<file path="src/core/ptm_defines.svh">
// offsets, field positions, reset values and widths of the pwm timer/mirror bank
// assumes it is included by bare name from the core files
`ifndef PTM_DEFINES_SVH
`define PTM_DEFINES_SVH

// bus geometry
`define PTM_ADDR_W 8
`define PTM_DATA_W 8

// shared mirror bytes
`define PTM_OFS_EN_MIRROR 8'h00
`define PTM_OFS_ARM_MIRROR 8'h01
`define PTM_OFS_LVL_MIRROR 8'h02

// per-generator pages, selected by the upper address nibble
`define PTM_PAGE_GEN5 4'h1
`define PTM_PAGE_GEN6 4'h2
`define PTM_PAGE_GEN11 4'h3

// register within a generator page, lower address nibble
`define PTM_SUB_TMR_LOW 4'h0
`define PTM_SUB_TMR_HIGH 4'h1
`define PTM_SUB_CTRL 4'h2
`define PTM_SUB_LDCTRL 4'h3

// field positions
`define PTM_CTRL_ON_BIT 7
`define PTM_CTRL_LEVEL_BIT 5
`define PTM_LDCTRL_ARM_BIT 7
`define PTM_MIRROR_W 3

// reset values
`define PTM_TMR_RST 8'h00
`define PTM_MIRROR_RST 3'h0
`define PTM_RDATA_RST 8'h00

`endif

</file>
<file path="src/core/ptm_pkg.sv">
// types shared by the pwm timer/mirror bank
// assumes nothing beyond a single compile unit order: package first
package ptm_pkg;

  // which register an address lands on
  typedef enum logic [2:0] {
    PTM_SEL_NONE,
    PTM_SEL_EN_MIRROR,
    PTM_SEL_ARM_MIRROR,
    PTM_SEL_LVL_MIRROR,
    PTM_SEL_TMR_LOW,
    PTM_SEL_TMR_HIGH,
    PTM_SEL_CTRL,
    PTM_SEL_LDCTRL
  } ptm_sel_t;

  typedef logic [7:0] ptm_byte_t;

endpackage

</file>
<file path="src/core/ptm_cnt_bank.sv">
// one generator's 16-bit timer counter storage, two software bytes plus a hardware load
// assumes all inputs come from logic on sys_clk; strobes are single-cycle
`include "ptm_defines.svh"

module ptm_cnt_bank (
  input wire logic sys_clk,
  input wire logic rst_n,
  input wire logic clk_en,
  input wire logic wr_low,
  input wire logic wr_high,
  input wire ptm_pkg::ptm_byte_t wr_data,
  input wire logic hw_load,
  input wire logic [15:0] hw_value,
  output logic [15:0] count
);

  logic [15:0] count_reg;
  logic [15:0] count_next;

  ////////////////////////////////////////////////////////////////////////////////
  // next value: software byte write beats the counting logic's load
  always_comb begin
    count_next = count_reg;
    if (hw_load) begin
      count_next = hw_value;
    end
    if (wr_low) begin
      count_next[7:0] = wr_data;
    end
    if (wr_high) begin
      count_next[15:8] = wr_data;
    end
  end

  // every reset clears both bytes
  always_ff @(posedge sys_clk or negedge rst_n) begin
    if (!rst_n) begin
      count_reg <= {`PTM_TMR_RST, `PTM_TMR_RST};
    end else if (clk_en) begin
      count_reg <= count_next;
    end
  end

  assign count = count_reg;
endmodule

</file>
<file path="src/core/ptm_mirror_bits.sv">
// three storage bits reachable both as a shared mirror byte and one by one
// assumes mirror write and single-bit writes never come in the same cycle
`include "ptm_defines.svh"

module ptm_mirror_bits (
  input wire logic sys_clk,
  input wire logic rst_n,
  input wire logic clk_en,
  input wire logic grp_wr,
  input wire logic [`PTM_MIRROR_W-1:0] grp_data,
  input wire logic [`PTM_MIRROR_W-1:0] one_wr,
  input wire logic [`PTM_MIRROR_W-1:0] one_data,
  output logic [`PTM_MIRROR_W-1:0] bits
);

  logic [`PTM_MIRROR_W-1:0] bits_reg;
  logic [`PTM_MIRROR_W-1:0] bits_next;

  ////////////////////////////////////////////////////////////////////////////////
  // one store, two views
  always_comb begin
    bits_next = bits_reg;
    for (int i = 0; i < `PTM_MIRROR_W; i++) begin
      if (grp_wr) begin
        bits_next[i] = grp_data[i];
      end else if (one_wr[i]) begin
        bits_next[i] = one_data[i];
      end
    end
  end

  always_ff @(posedge sys_clk or negedge rst_n) begin
    if (!rst_n) begin
      bits_reg <= `PTM_MIRROR_RST;
    end else if (clk_en) begin
      bits_reg <= bits_next;
    end
  end

  assign bits = bits_reg;
endmodule

</file>
<file path="src/core/ptm_top.sv">
// register bank: timer count bytes of three pwm generators plus three shared mirror bytes
// assumes a plain same-clock register port; read data valid only in the cycle after rd_en
`include "ptm_defines.svh"

module ptm_top #(
  parameter int NUM_GEN = 3
) (
  input wire logic sys_clk,
  input wire logic rst_n,
  input wire logic clk_en,
  input wire logic [`PTM_ADDR_W-1:0] addr,
  input wire ptm_pkg::ptm_byte_t wr_data,
  input wire logic wr_en,
  input wire logic rd_en,
  input wire logic [NUM_GEN-1:0] tmr_load,
  input wire logic [16*NUM_GEN-1:0] tmr_load_val,
  output ptm_pkg::ptm_byte_t rd_data,
  output logic [NUM_GEN-1:0] gen_on,
  output logic [NUM_GEN-1:0] gen_arm,
  output logic [NUM_GEN-1:0] gen_level,
  output logic [16*NUM_GEN-1:0] tmr_count
);

  ////////////////////////////////////////////////////////////////////////////////
  // elaboration check: the mirror bytes have exactly three slots
  if (NUM_GEN != `PTM_MIRROR_W) begin : g_bad_num_gen
    $error("ptm_top: NUM_GEN must be 3");
  end

  ////////////////////////////////////////////////////////////////////////////////
  // address decode, shared by the read and write paths
  function automatic ptm_pkg::ptm_sel_t dec_sel(input logic [`PTM_ADDR_W-1:0] a);
    ptm_pkg::ptm_sel_t s;
    s = ptm_pkg::PTM_SEL_NONE;
    if (a == `PTM_OFS_EN_MIRROR) begin
      s = ptm_pkg::PTM_SEL_EN_MIRROR;
    end else if (a == `PTM_OFS_ARM_MIRROR) begin
      s = ptm_pkg::PTM_SEL_ARM_MIRROR;
    end else if (a == `PTM_OFS_LVL_MIRROR) begin
      s = ptm_pkg::PTM_SEL_LVL_MIRROR;
    end else if (a[7:4] == `PTM_PAGE_GEN5 || a[7:4] == `PTM_PAGE_GEN6 ||
                 a[7:4] == `PTM_PAGE_GEN11) begin
      unique case (a[3:0])
        `PTM_SUB_TMR_LOW: s = ptm_pkg::PTM_SEL_TMR_LOW;
        `PTM_SUB_TMR_HIGH: s = ptm_pkg::PTM_SEL_TMR_HIGH;
        `PTM_SUB_CTRL: s = ptm_pkg::PTM_SEL_CTRL;
        `PTM_SUB_LDCTRL: s = ptm_pkg::PTM_SEL_LDCTRL;
        default: s = ptm_pkg::PTM_SEL_NONE;
      endcase
    end
    return s;
  endfunction

  // one-hot generator slot: bit 0 gen5, bit 1 gen6, bit 2 gen11
  function automatic logic [2:0] dec_gen(input logic [`PTM_ADDR_W-1:0] a);
    logic [2:0] g;
    g = 3'h0;
    g[0] = (a[7:4] == `PTM_PAGE_GEN5);
    g[1] = (a[7:4] == `PTM_PAGE_GEN6);
    g[2] = (a[7:4] == `PTM_PAGE_GEN11);
    return g;
  endfunction

  ptm_pkg::ptm_sel_t sel;
  logic [2:0] gen_hit;

  // decode once per cycle; strobes qualify it below
  always_comb begin
    sel = dec_sel(addr);
    gen_hit = dec_gen(addr);
  end

  ////////////////////////////////////////////////////////////////////////////////
  // write strobes per target
  logic [NUM_GEN-1:0] wr_tmr_low;
  logic [NUM_GEN-1:0] wr_tmr_high;
  logic [NUM_GEN-1:0] wr_ctrl;
  logic [NUM_GEN-1:0] wr_ldctrl;
  logic wr_en_mirror;
  logic wr_arm_mirror;
  logic wr_lvl_mirror;

  always_comb begin
    wr_tmr_low = wr_en && sel == ptm_pkg::PTM_SEL_TMR_LOW ? gen_hit : 3'h0;
    wr_tmr_high = wr_en && sel == ptm_pkg::PTM_SEL_TMR_HIGH ? gen_hit : 3'h0;
    wr_ctrl = wr_en && sel == ptm_pkg::PTM_SEL_CTRL ? gen_hit : 3'h0;
    wr_ldctrl = wr_en && sel == ptm_pkg::PTM_SEL_LDCTRL ? gen_hit : 3'h0;
    wr_en_mirror = wr_en && sel == ptm_pkg::PTM_SEL_EN_MIRROR;
    wr_arm_mirror = wr_en && sel == ptm_pkg::PTM_SEL_ARM_MIRROR;
    wr_lvl_mirror = wr_en && sel == ptm_pkg::PTM_SEL_LVL_MIRROR;
  end

  ////////////////////////////////////////////////////////////////////////////////
  // timer counter storage, one bank per generator
  for (genvar g = 0; g < NUM_GEN; g++) begin : g_cnt
    ptm_cnt_bank u_cnt (
      .sys_clk(sys_clk),
      .rst_n(rst_n),
      .clk_en(clk_en),
      .wr_low(wr_tmr_low[g]),
      .wr_high(wr_tmr_high[g]),
      .wr_data(wr_data),
      .hw_load(tmr_load[g]),
      .hw_value(tmr_load_val[16*g +: 16]),
      .count(tmr_count[16*g +: 16])
    );
  end

  ////////////////////////////////////////////////////////////////////////////////
  // shared bits: instance registers and mirror bytes write the same flops,
  // so no copy can ever disagree with its source
  // enable store
  ptm_mirror_bits u_on (
    .sys_clk(sys_clk),
    .rst_n(rst_n),
    .clk_en(clk_en),
    .grp_wr(wr_en_mirror),
    .grp_data(wr_data[`PTM_MIRROR_W-1:0]),
    .one_wr(wr_ctrl),
    .one_data({NUM_GEN{wr_data[`PTM_CTRL_ON_BIT]}}),
    .bits(gen_on)
  );

  ptm_mirror_bits u_arm (
    .sys_clk(sys_clk),
    .rst_n(rst_n),
    .clk_en(clk_en),
    .grp_wr(wr_arm_mirror),
    .grp_data(wr_data[`PTM_MIRROR_W-1:0]),
    .one_wr(wr_ldctrl),
    .one_data({NUM_GEN{wr_data[`PTM_LDCTRL_ARM_BIT]}}),
    .bits(gen_arm)
  );

  ptm_mirror_bits u_level (
    .sys_clk(sys_clk),
    .rst_n(rst_n),
    .clk_en(clk_en),
    .grp_wr(wr_lvl_mirror),
    .grp_data(wr_data[`PTM_MIRROR_W-1:0]),
    .one_wr(wr_ctrl),
    .one_data({NUM_GEN{wr_data[`PTM_CTRL_LEVEL_BIT]}}),
    .bits(gen_level)
  );

  ////////////////////////////////////////////////////////////////////////////////
  // read path: data stand in the cycle after an enabled strobe, zero after other enabled cycles, held while clk_en is low
  ptm_pkg::ptm_byte_t rd_data_reg;
  ptm_pkg::ptm_byte_t rd_data_next;
  logic [1:0] gidx;

  always_comb begin
    gidx = 2'd0;
    if (gen_hit[1]) begin
      gidx = 2'd1;
    end else if (gen_hit[2]) begin
      gidx = 2'd2;
    end
    rd_data_next = `PTM_RDATA_RST;
    if (rd_en) begin
      unique case (sel)
        ptm_pkg::PTM_SEL_EN_MIRROR: rd_data_next = {5'h00, gen_on};
        ptm_pkg::PTM_SEL_ARM_MIRROR: rd_data_next = {5'h00, gen_arm};
        ptm_pkg::PTM_SEL_LVL_MIRROR: rd_data_next = {5'h00, gen_level};
        ptm_pkg::PTM_SEL_TMR_LOW: rd_data_next = tmr_count[16*gidx +: 8];
        ptm_pkg::PTM_SEL_TMR_HIGH: rd_data_next = tmr_count[16*gidx + 8 +: 8];
        ptm_pkg::PTM_SEL_CTRL: begin
          rd_data_next[`PTM_CTRL_ON_BIT] = gen_on[gidx];
          rd_data_next[`PTM_CTRL_LEVEL_BIT] = gen_level[gidx];
        end
        ptm_pkg::PTM_SEL_LDCTRL: rd_data_next[`PTM_LDCTRL_ARM_BIT] = gen_arm[gidx];
        ptm_pkg::PTM_SEL_NONE: rd_data_next = `PTM_RDATA_RST; // unmapped reads zero
      endcase
    end
  end

  // register the answer so the port comes from a flop
  always_ff @(posedge sys_clk or negedge rst_n) begin
    if (!rst_n) begin
      rd_data_reg <= `PTM_RDATA_RST;
    end else if (clk_en) begin
      rd_data_reg <= rd_data_next;
    end
  end

  assign rd_data = rd_data_reg;
endmodule

</file>
<file path="config.mk">
export PLATFORM = sky130hd
export DESIGN_NAME = ptm_top
export DESIGN_NICKNAME = d
export VERILOG_FILES = /design/src/core/ptm_pkg.sv /design/src/core/ptm_cnt_bank.sv /design/src/core/ptm_mirror_bits.sv /design/src/core/ptm_top.sv
export VERILOG_INCLUDE_DIRS = /design/src /design/src/core
export SDC_FILE = /design/constraint.sdc
export NUM_CORES = 1
export LEC_CHECK = 0
export BUFFER_PORTS_ARGS = -buffer_cell sky130_fd_sc_hd__buf_2
export CAP_MARGIN = 20
export CORE_AREA = 4 4 103 105
export CTS_CLUSTER_DIAMETER = 60
export DETAILED_ROUTE_END_ITERATION = 7
export DIE_AREA = 0 0 107 109
export GPL_TIMING_DRIVEN = 0
export PLACE_DENSITY = 0.66
export SYNTH_ARGS = -nofsm -noshare
export SYNTH_HDL_FRONTEND = slang
export SYNTH_SLANG_ARGS = --single-unit
</file>
<file path="constraint.sdc">
create_clock -name sys_clk -period 2.7 [get_ports sys_clk]
set_clock_uncertainty 0.1 [all_clocks]
set_input_delay 0.81 -clock sys_clk [delete_from_list [all_inputs] [get_ports sys_clk]]
set_output_delay 0.81 -clock sys_clk [all_outputs]
set_load 0.02 [all_outputs]
</file>
**Word level (Yosys, flattened, before mapping)**

Index checks and enable logic that the tools add are counted.

- $add $sub $neg: 1
- Magnitude comparators: 1
- Equality and inequality tests: 15
- Shift operators: 2
- Mux-type cells: 49
- Reductions and logical operators: 43

Operators by type and width:

| kind | count |
|---|---|
| two-way mux 8 bit | 7 |
| two-way mux 16 bit | 3 |
| variable part select 48 x 7 -> 8 bit | 1 |
| variable part select 48 x 8 -> 8 bit | 1 |
| AND reduction 2 bit | 15 |
| nonzero test 2 bit | 15 |
| case mux 5 bit (5 select lines) | 1 |
| two-way mux 3 bit | 8 |
| two-way mux 1 bit | 21 |
| equality test 4 x 2 -> 1 bit, second input constant | 4 |
| equality test 3 bit, second input constant | 4 |
| case mux 3 bit (4 select lines) | 1 |
| equality test 4 x 1 -> 1 bit, second input constant | 2 |
| equality test 8 x 1 -> 1 bit, second input constant | 1 |
| equality test 8 x 2 -> 1 bit, second input constant | 1 |
| zero test 8 bit | 1 |
| adder 6 x 4 -> 7 bit, second input constant | 1 |
| logical AND 1 bit | 7 |
| binary-select mux 1 bit (select 2 bit) | 3 |
| equality test 3 x 2 -> 1 bit, second input constant | 2 |
| case mux 1 bit (5 select lines) | 1 |
| zero test 4 bit | 1 |
| two-way mux 2 bit | 2 |
| OR reduction 4 bit | 1 |
| other kinds (6) | 7 |

- Register bits: 65
- Input bits: 72
- Output and inout port bits: 65
- Word-level logic and storage cells: 127

**Depth between registers and ports, before layout**

Gate-level depths: netlist of run 1.

- Depth in word-level cells: 12
- Mapped depth: 7
- Mapped depth without buffers: 4

**Hierarchy**

From an unflattened synthesis of run 1, not the netlist that was laid out.

- Cells, all modules: 443
- Area total of the unflattened synthesis: 4070.2 um^2

Modules (own cells, without submodules):

| module | instances | cells an instance | area an instance (um^2) | sequential area each (um^2) |
|---|---|---|---|---|
| ptm_cnt_bank | 3 | 83 | 815.8 | 400.4 |
| ptm_top | 1 | 143 | 1153.6 | 200.2 |
| ptm_mirror_bits | 3 | 17 | 156.4 | 75.1 |

**Worst setup path before layout of run 1**

Ideal clock, no wire load.

- Path type: in2reg
- Start: input addr[3]
- End: register g_cnt[0].u_cnt.count_reg[8]
- Setup time: 0.126 ns
- Arrival: 2.377 ns
- Required time: 2.474 ns
- Setup slack: 0.097 ns
- Stages on the path: 5
- Buffers on the path: 1
- Path through: or4_4 or4_1 buf_2 and3_1 a221o_1

- Cells in the longest elaborated chain, start to end: 11
- Elaborated cells on any way between the ends: 18
- Classes of those cells: 6 x eq/ne; 7 x mux; 5 x reduce/logical

Ends and longest elaborated chain:

| element | RTL line | source |
|---|---|---|
| start: declaration | ptm_top.sv:11 | `` input wire logic [`PTM_ADDR_W-1:0] addr, `` |
| equality test 4 x 2 -> 1 bit (tied with other cells) | ptm_top.sv:43 | `unique case (a[3:0])` |
| case mux 3 bit (4 select lines) | ptm_top.sv:43 |  |
| two-way mux 3 bit | ptm_top.sv:41 | `` end else if (a[7:4] == `PTM_PAGE_GEN5 \|\| a[7:4] == `PTM_PAGE_GEN6 \|\| `` |
| two-way mux 3 bit | ptm_top.sv:39 | `` end else if (a == `PTM_OFS_LVL_MIRROR) begin `` |
| two-way mux 3 bit | ptm_top.sv:37 | `` end else if (a == `PTM_OFS_ARM_MIRROR) begin `` |
| two-way mux 3 bit * | ptm_top.sv:35 | `` if (a == `PTM_OFS_EN_MIRROR) begin `` |
| equality test 3 bit * | ptm_top.sv:85 | `wr_tmr_high = wr_en && sel == ptm_pkg::PTM_SEL_TMR_HIGH ? gen_hit : 3'h0;` |
| logical AND 1 bit * | ptm_top.sv:85 |  |
| two-way mux 3 bit * | ptm_top.sv:85 |  |
| nonzero test 2 bit (no source line) | -- |  |
| AND reduction 2 bit (no source line) | -- |  |
| end signal: assignment | ptm_cnt_bank.sv:38 | `` count_reg <= {`PTM_TMR_RST, `PTM_TMR_RST}; `` |
| end signal: assignment | ptm_cnt_bank.sv:40 | `count_reg <= count_next;` |
| end: declaration | ptm_cnt_bank.sv:17 | `logic [15:0] count_reg;` |

Every way passes the cells marked *; elsewhere a longest branch is shown, timed or not.
A chain may end at the register's enable or synchronous reset.

**Worst setup path in the final report of run 1**

- Start: input addr[3]
- End: register g_cnt[2].u_cnt.count_reg[5]

- Cells in the longest elaborated chain, start to end: 11
- Elaborated cells on any way between the ends: 18
- Classes of those cells: 6 x eq/ne; 7 x mux; 5 x reduce/logical

Ends and longest elaborated chain:

| element | RTL line | source |
|---|---|---|
| equality test 4 x 2 -> 1 bit (tied with other cells) | ptm_top.sv:43 |  |
| case mux 3 bit (4 select lines) | ptm_top.sv:43 |  |
| two-way mux 3 bit | ptm_top.sv:41 |  |
| two-way mux 3 bit | ptm_top.sv:39 |  |
| two-way mux 3 bit | ptm_top.sv:37 |  |
| two-way mux 3 bit * | ptm_top.sv:35 |  |
| equality test 3 bit * | ptm_top.sv:84 | `wr_tmr_low = wr_en && sel == ptm_pkg::PTM_SEL_TMR_LOW ? gen_hit : 3'h0;` |
| logical AND 1 bit * | ptm_top.sv:84 |  |
| two-way mux 3 bit * | ptm_top.sv:84 |  |
| nonzero test 2 bit (no source line) | -- |  |
| AND reduction 2 bit (no source line) | -- |  |
| end signal: assignment | ptm_cnt_bank.sv:38 |  |
| end signal: assignment | ptm_cnt_bank.sv:40 |  |
| end: declaration | ptm_cnt_bank.sv:17 |  |

Marks and branches as above.

==> summary.txt, run 1 <==
status = completed
vias = 4287
most frequent CP cell = buf_2
#FFs+latches synth = 65
Net Sw Frac = 32.8%
Hold Path Cell Cnt = 1
Setup violations, final = 0
HPWL after detailed placement = 11900 um
Die H = 109 um
worst hold start = rd_data[3]
maxcap violations = 0
# H-tree levels = 3
EDFF count, synth = 0
Post-CTS Hold Buffers = 0
share of cells above drive strength 1 = 36.0%
Critical Path RT = 2810 ps
Inserted Clock Buffers = 9
Max FO, Critical Path = 10
I/O Buffers = 129
Congestion Overflow GR = 0
largest net degree at the start of global routing = 66
unrepaired setup endpoints after global routing = false
Fin Hold WS = 389 ps
worst setup margin = 77.9 ps
final period utilization = 97.1%
worst skew pair latency = 350 ps
CP delay by family, top = simple AND/OR/NAND/NOR gates
Startpoint Class = primary input
CTS tree = yes
Initial Utilization = 41.4%
# fillers = 972
max reg flops = 48
First DRT Iteration DRCs = 299
reg2reg start = g_cnt[2].u_cnt.count[5]
# DRC = 0
# rows = 36
Syn-to-layout area delta = 27.5%
Layout Cells excl Fill = 700
Leak Pwr = 2.31 nW
routability cong. = 0.951
worst flop-to-flop path endpoint = rd_data[5]
Avg Inst Size Synth = 9.49 um^2
fin crit period = 2620 ps
fmax = 381 MHz
PwrDens = 574 nW/um^2
slowest CP cell = or4_4
hold path endpoint = rd_data[3]
CP Buf/Inv Count = 3
clock share of power = 35.8%
sequential area share after synthesis = 40.8%
Final Hold Violating Endpoints = 0
post-place setup slack = -465 ps
setup_tns = 0 ps
n_diodes = 0
die span in x = 107 um
antenna violation net count after detailed routing = 0
P_int = 1.96 mW
crit path cell chain = buf_2 > or4_4 > buf_4 > nor3_2 > buf_2 > o221ai_1
via/cell ratio = 6.12
hold crit path type = reg -> reg
Worst EP arrival = 2730 ps
Nets = 634
worst-margin pin slew = 873 ps
r2r worst-path depth = 4
path type of the worst setup path = in -> reg
post-synthesis async set-or-reset flop share = 100%
Post-Route WL = 15800 um
Reg2Reg Setup Slack = 910 ps
Main synth FF type = dfrtp_1
root buf cell = clkbuf_8
Rel. slew slack = 41.8%
initial antenna violation count = 0
Wirelength per Cell = 22.6 um
CP peak stage delay = 590 ps
Synth cell types = 54
area of the mapped netlist = 3990 um^2
Comb power frac = 23.9%
sequential share of power = 40.3%
Setup crit end kind = register
Synth Instances = 420
Clock Sink Count = 65
placed instance count = 682
peak supply drop = 0.000243 V
gr usage total = 27.1%
die area = 11700 um^2
drt pass-1 iters = 5
yosys warns = 0
top-level port count = 137
CTS max path bufs = 2
core area = 9640 um^2
fin. max-slew vios = 0
first-pass GRT wire length = 24200 um
vias in the first global route = 4330
CTS clock-pin slew for the worst setup and hold paths = 80 ps
Mapped Nets = 492
Net Switching = 0.958 mW
-- synth_stat cells (3+ instances only) --
cell	n	share of area (%)
o221ai_1	19	4.2
nand3b_1	3	0.56
a211oi_1	22	4.1
nor4_2	3	0.94
mux2i_1	9	2.3
nand3_1	5	0.63
a311oi_1	3	0.66
nand4_1	6	0.94
inv_1	26	2.4
dfrtp_1	65	41
nor3_2	3	0.75
nor2_1	37	3.5
o2bb2ai_1	7	1.5
o32a_1	4	1.0
and3_1	15	2.4
nor4_1	3	0.47
a22oi_1	5	0.94
nand2_1	43	4.0
mux2_2	19	5.4
a221o_1	17	4.3
nor3_1	24	3.0
o21ai_0	4	0.50
a21o_1	3	0.56
buf_2	11	1.4
clkbuf_1	16	1.5
a31oi_1	3	0.47
nor2b_1	6	0.94
-- kinds of logic after synthesis --
family | synth area share [%]
buffers and inverters | 5.90
AOI/OAI and AO/OA | 22.3
DFF | 40.8
and+or+nand+nor | 22.5
muxes | 8.19
xor gates and xnor gates | 0.220
-- cell usage in the layout (no fill, tap or decap), types with 4 or more instances in the layout --
master and count:
a211oi_1 22, a221o_1 17, a22oi_1 5, and3_1 15, buf_2 139, buf_4 5, clkbuf_1 13, clkbuf_2 5
clkbuf_8 9, dfrtp_1 65, inv_1 26, mux2_2 19, mux2i_1 9, nand2_1 43, nand3_1 5, nand4_1 6
nor2_1 37, nor2b_1 6, nor3_1 24, nor4_2 4, o21ai_0 4, o221ai_1 19, o2bb2ai_1 7, o32a_1 4
-- worst max-delay path by stage --
stage          slack, ps                  endpoint     from  cells past startpoint
2_1_floorplan        100   g_cnt[0].u_cnt.count[8]  addr[3]                      5
3_3_place_gp        -570  g_cnt[0].u_cnt.count[13]   clk_en                      6
3_5_place_dp        -460  g_cnt[0].u_cnt.count[14]   clk_en                      6
4_1_cts               10                rd_data[4]  addr[4]                      7
5_1_grt                3  g_cnt[2].u_cnt.count[14]  addr[3]                      6
6_report              80   g_cnt[2].u_cnt.count[5]  addr[3]                      6
-- power groups by stage --
stage | clock network [mW] | logic [mW] | registers, mW
2_1_floorplan | 0 | 0.283 | 1.29
3_3_place_gp | 0 | 0.682 | 1.19
3_5_place_dp | 0 | 0.690 | 1.19
4_1_cts | 1.06 | 0.695 | 1.17
5_1_grt | 1.09 | 0.748 | 1.19
6_report | 1.05 | 0.697 | 1.17
-- stage by stage --
stage / area, um^2 / total power [mW] / util [%]
2_1_floorplan: 3990 / 1.57 / -
3_3_place_gp: 4800 / 1.87 / 49.8
3_5_place_dp: 4800 / 1.88 / 49.8
4_1_cts: 5060 / 2.92 / 52.5
5_1_grt: 5080 / 3.02 / 52.7
6_report: 5080 / 2.92 / 52.7
-- area by class of cell --
class	count	area (um^2)	share of cell area (%)
Timing Repair Buffer	131	663	13.0
Tap cell	133	166	3.27
Sequential cell	65	1630	32.0
Inverter	26	97.6	1.92
Clock buffer	10	128	2.51
Clock inverter	6	115	2.26
Buffer	31	144	2.83
Multi-Input combinational cell	298	2140	42.1
-- timing repair --
item	CTS	global route
endpoints found under the setup margin	11	34
setup buffers	2	0
endpoints found under the hold margin	0	0
gates resized for setup	1	13
pin swaps	1	0
cloned	0	0
-- routing by layer --
metal,global-route usage [%],share of wire [%],wire length (um)
met4,12.6,4.0,632
met2,44.0,47,7420
met3,4.56,9.0,1430
met1,35.6,40,6350
met5,0,0,0
(Power assumes the default switching activity.)
==> run 2: changes to the inputs <==
--- a/config.mk
+++ b/config.mk
@@ -14,6 +14,7 @@
 export DIE_AREA = 0 0 107 109
 export GPL_TIMING_DRIVEN = 0
 export PLACE_DENSITY = 0.66
+export SLEW_MARGIN = 20
 export SYNTH_ARGS = -nofsm -noshare
 export SYNTH_HDL_FRONTEND = slang
 export SYNTH_SLANG_ARGS = --single-unit
==> constraint.sdc (replaced) <==
create_clock -name sys_clk -period 2.63 [get_ports sys_clk]
set_clock_uncertainty 0.1 [all_clocks]
set_input_delay 0.1315 -clock sys_clk [delete_from_list [all_inputs] [get_ports sys_clk]]
set_output_delay 0.1315 -clock sys_clk [all_outputs]
set_load 0.02 [all_outputs]
==> run 2 against run 1 <==
The run now ends with negative hold slack left. Clock power is 4% higher. Global-route usage rose by 0.86 points. Sequential share of layout area decreased by 1.9 points. Cell count grew 4.3%. Power grew 4.8%. Flip-flop and latch count did not move. Critical path type unchanged. Largest cell class unchanged. Largest power group unchanged. Highest routed layer unchanged.
==> summary.txt, run 2 (synthesized netlist as in run 1, its figures left out) <==
Reg2Reg Setup Slack = 820 ps
Post-Route WL = 16000 um
Max FO, Critical Path = 10
Crit path depth = 8
fin crit period = 2490 ps
# rows = 36
first-pass GRT wire length = 24800 um
I/O Buffers = 129
antenna violation net count after detailed routing = 0
Wirelength per Cell = 21.9 um
Congestion Overflow GR = 0
die span in x = 107 um
Die H = 109 um
Clock Sink Count = 65
# DRC = 0
Placed Area = 4830 um^2
Critical Path RT = 2760 ps
Critical Path Sink = g_cnt[2].u_cnt.count[12]
gr usage total = 28.0%
n_diodes = 0
routability cong. = 0.951
fmax = 402 MHz
fin. max-slew vios = 0
commonest non-fill, non-tap cells in the layout = buf_2 (139), dfrtp_1 (65), nand2_1 (43)
most frequent CP cell = buf_2
max reg flops = 48
worst flop-to-flop path endpoint = rd_data[5]
Rel. slew slack = 36.0%
vias = 4434
initial antenna violation count = 0
CTS tree = yes
setup_tns = 0 ps
share of cells above drive strength 1 = 32.5%
largest net degree at the start of global routing = 49
unrepaired setup endpoints after global routing = false
final period utilization = 94.7%
Fin Hold WS = -7.01 ps
Syn-to-layout area delta = 35.4%
Nets = 664
Setup crit end kind = register
slowest CP cell = or4_4
Post-CTS Setup Inserts = 0
Final Hold Violating Endpoints = 2
CP Buf/Inv Count = 4
CP delay by family, top = buffers and inverters
Pwr Total = 3.06 mW
drt pass-1 iters = 7
Setup violations, final = 0
worst setup margin = 140 ps
most common cell after layout, fill and taps aside = buf_2
maxcap violations = 0
r2r worst-path depth = 4
die area = 11700 um^2
Inserted Clock Buffers = 9
area occupied by registers = 1630 um^2
path type of the worst setup path = in -> reg
crit path cell chain = buf_2 > or4_4 > buf_4 > buf_2 > nor2_1 > a21o_1 > o221ai_1 > dlygate4sd3_1
HPWL after detailed placement = 12000 um
Initial Utilization = 41.4%
First DRT Iteration DRCs = 354
peak supply drop = 0.000261 V
top-level port count = 137
CTS clock-pin slew for the worst setup and hold paths = 90 ps
PwrDens = 566 nW/um^2
root buf cell = clkbuf_8
# fillers = 885
Startpoint Class = primary input
CP peak stage delay = 590 ps
via/cell ratio = 6.07
status = finished, violations left
violated checks = negative hold slack
Critical Path Source = addr[3]
Leak Pwr = 2.46 nW
# H-tree levels = 3
vias in the first global route = 4363
hold crit path type = in -> reg
CTS max path bufs = 2
post-place setup slack = 129 ps
core area = 9640 um^2
multi-input logic area = 2140 um^2
worst-margin pin slew = 951 ps
reg2reg start = g_cnt[1].u_cnt.count[5]
Final Instance Area = 5400 um^2
Worst EP arrival = 2620 ps
worst skew pair latency = 350 ps
## run 2: final cells by class
cell class	instances	share of cell area, %
Sequential cell	65	30.1
Timing Repair Buffer	161	18.3
Multi-Input combinational cell	298	39.7
Inverter	26	1.81
Buffer	31	2.55
Clock buffer	10	2.36
Tap cell	133	3.08
Clock inverter	6	2.13
## run 2: worst min path at each step
stage | start | endpoint | slack [ps] | cells after the start
after detailed placement | rst_n | u_on.bits[2] | -70 | 1
after CTS | tmr_load_val[42] | g_cnt[2].u_cnt.count[10] | 0.08 | 3
final | tmr_load_val[20] | g_cnt[1].u_cnt.count[4] | -7 | 3
after floorplan | rst_n | g_cnt[0].u_cnt.count[0] | -260 | 0
after global placement | tmr_load_val[11] | g_cnt[0].u_cnt.count[11] | 260 | 2
after global routing | tmr_load_val[20] | g_cnt[1].u_cnt.count[4] | 2 | 3
## run 2: repair_timing
item	in CTS	in global routing
hold endpoints to repair	89	1
hold buffers	30	1
gates resized for setup	0	4
endpoints found under the setup margin	0	4
## run 2: worst min-delay path: cells and delay by family
family / cells / cell delay [ps]
buffers and inverters: 1 / 80
and+or+nand+nor: 1 / 40
AOI/OAI and AO/OA: 1 / 150
## run 2: where the power goes
group          internal, mW  switching, mW
Combinational         0.312          0.451
Sequential             1.10          0.102
Clock                 0.636          0.452
Total                  2.05           1.01
## run 2: through the flow
stage,util (%),instances
floorplan,-,420
global placement,49.8,682
detailed placement,50.1,683
CTS,55.7,729
global route,56.0,730
finish,56.0,730
## run 2: metal layers
| layer | up-vias | global-route usage, % | routed length, um | share of wire, % |
|---|---|---|---|---|
| li1 | 1950 | - | - | - |
| met1 | 2155 | 36.6 | 6500 | 41 |
| met4 | 0 | 11.7 | 581 | 3.6 |
| met5 | - | 0 | 0 | 0 |
| met3 | 49 | 5.15 | 1320 | 8.2 |
| met2 | 280 | 45.8 | 7620 | 48 |
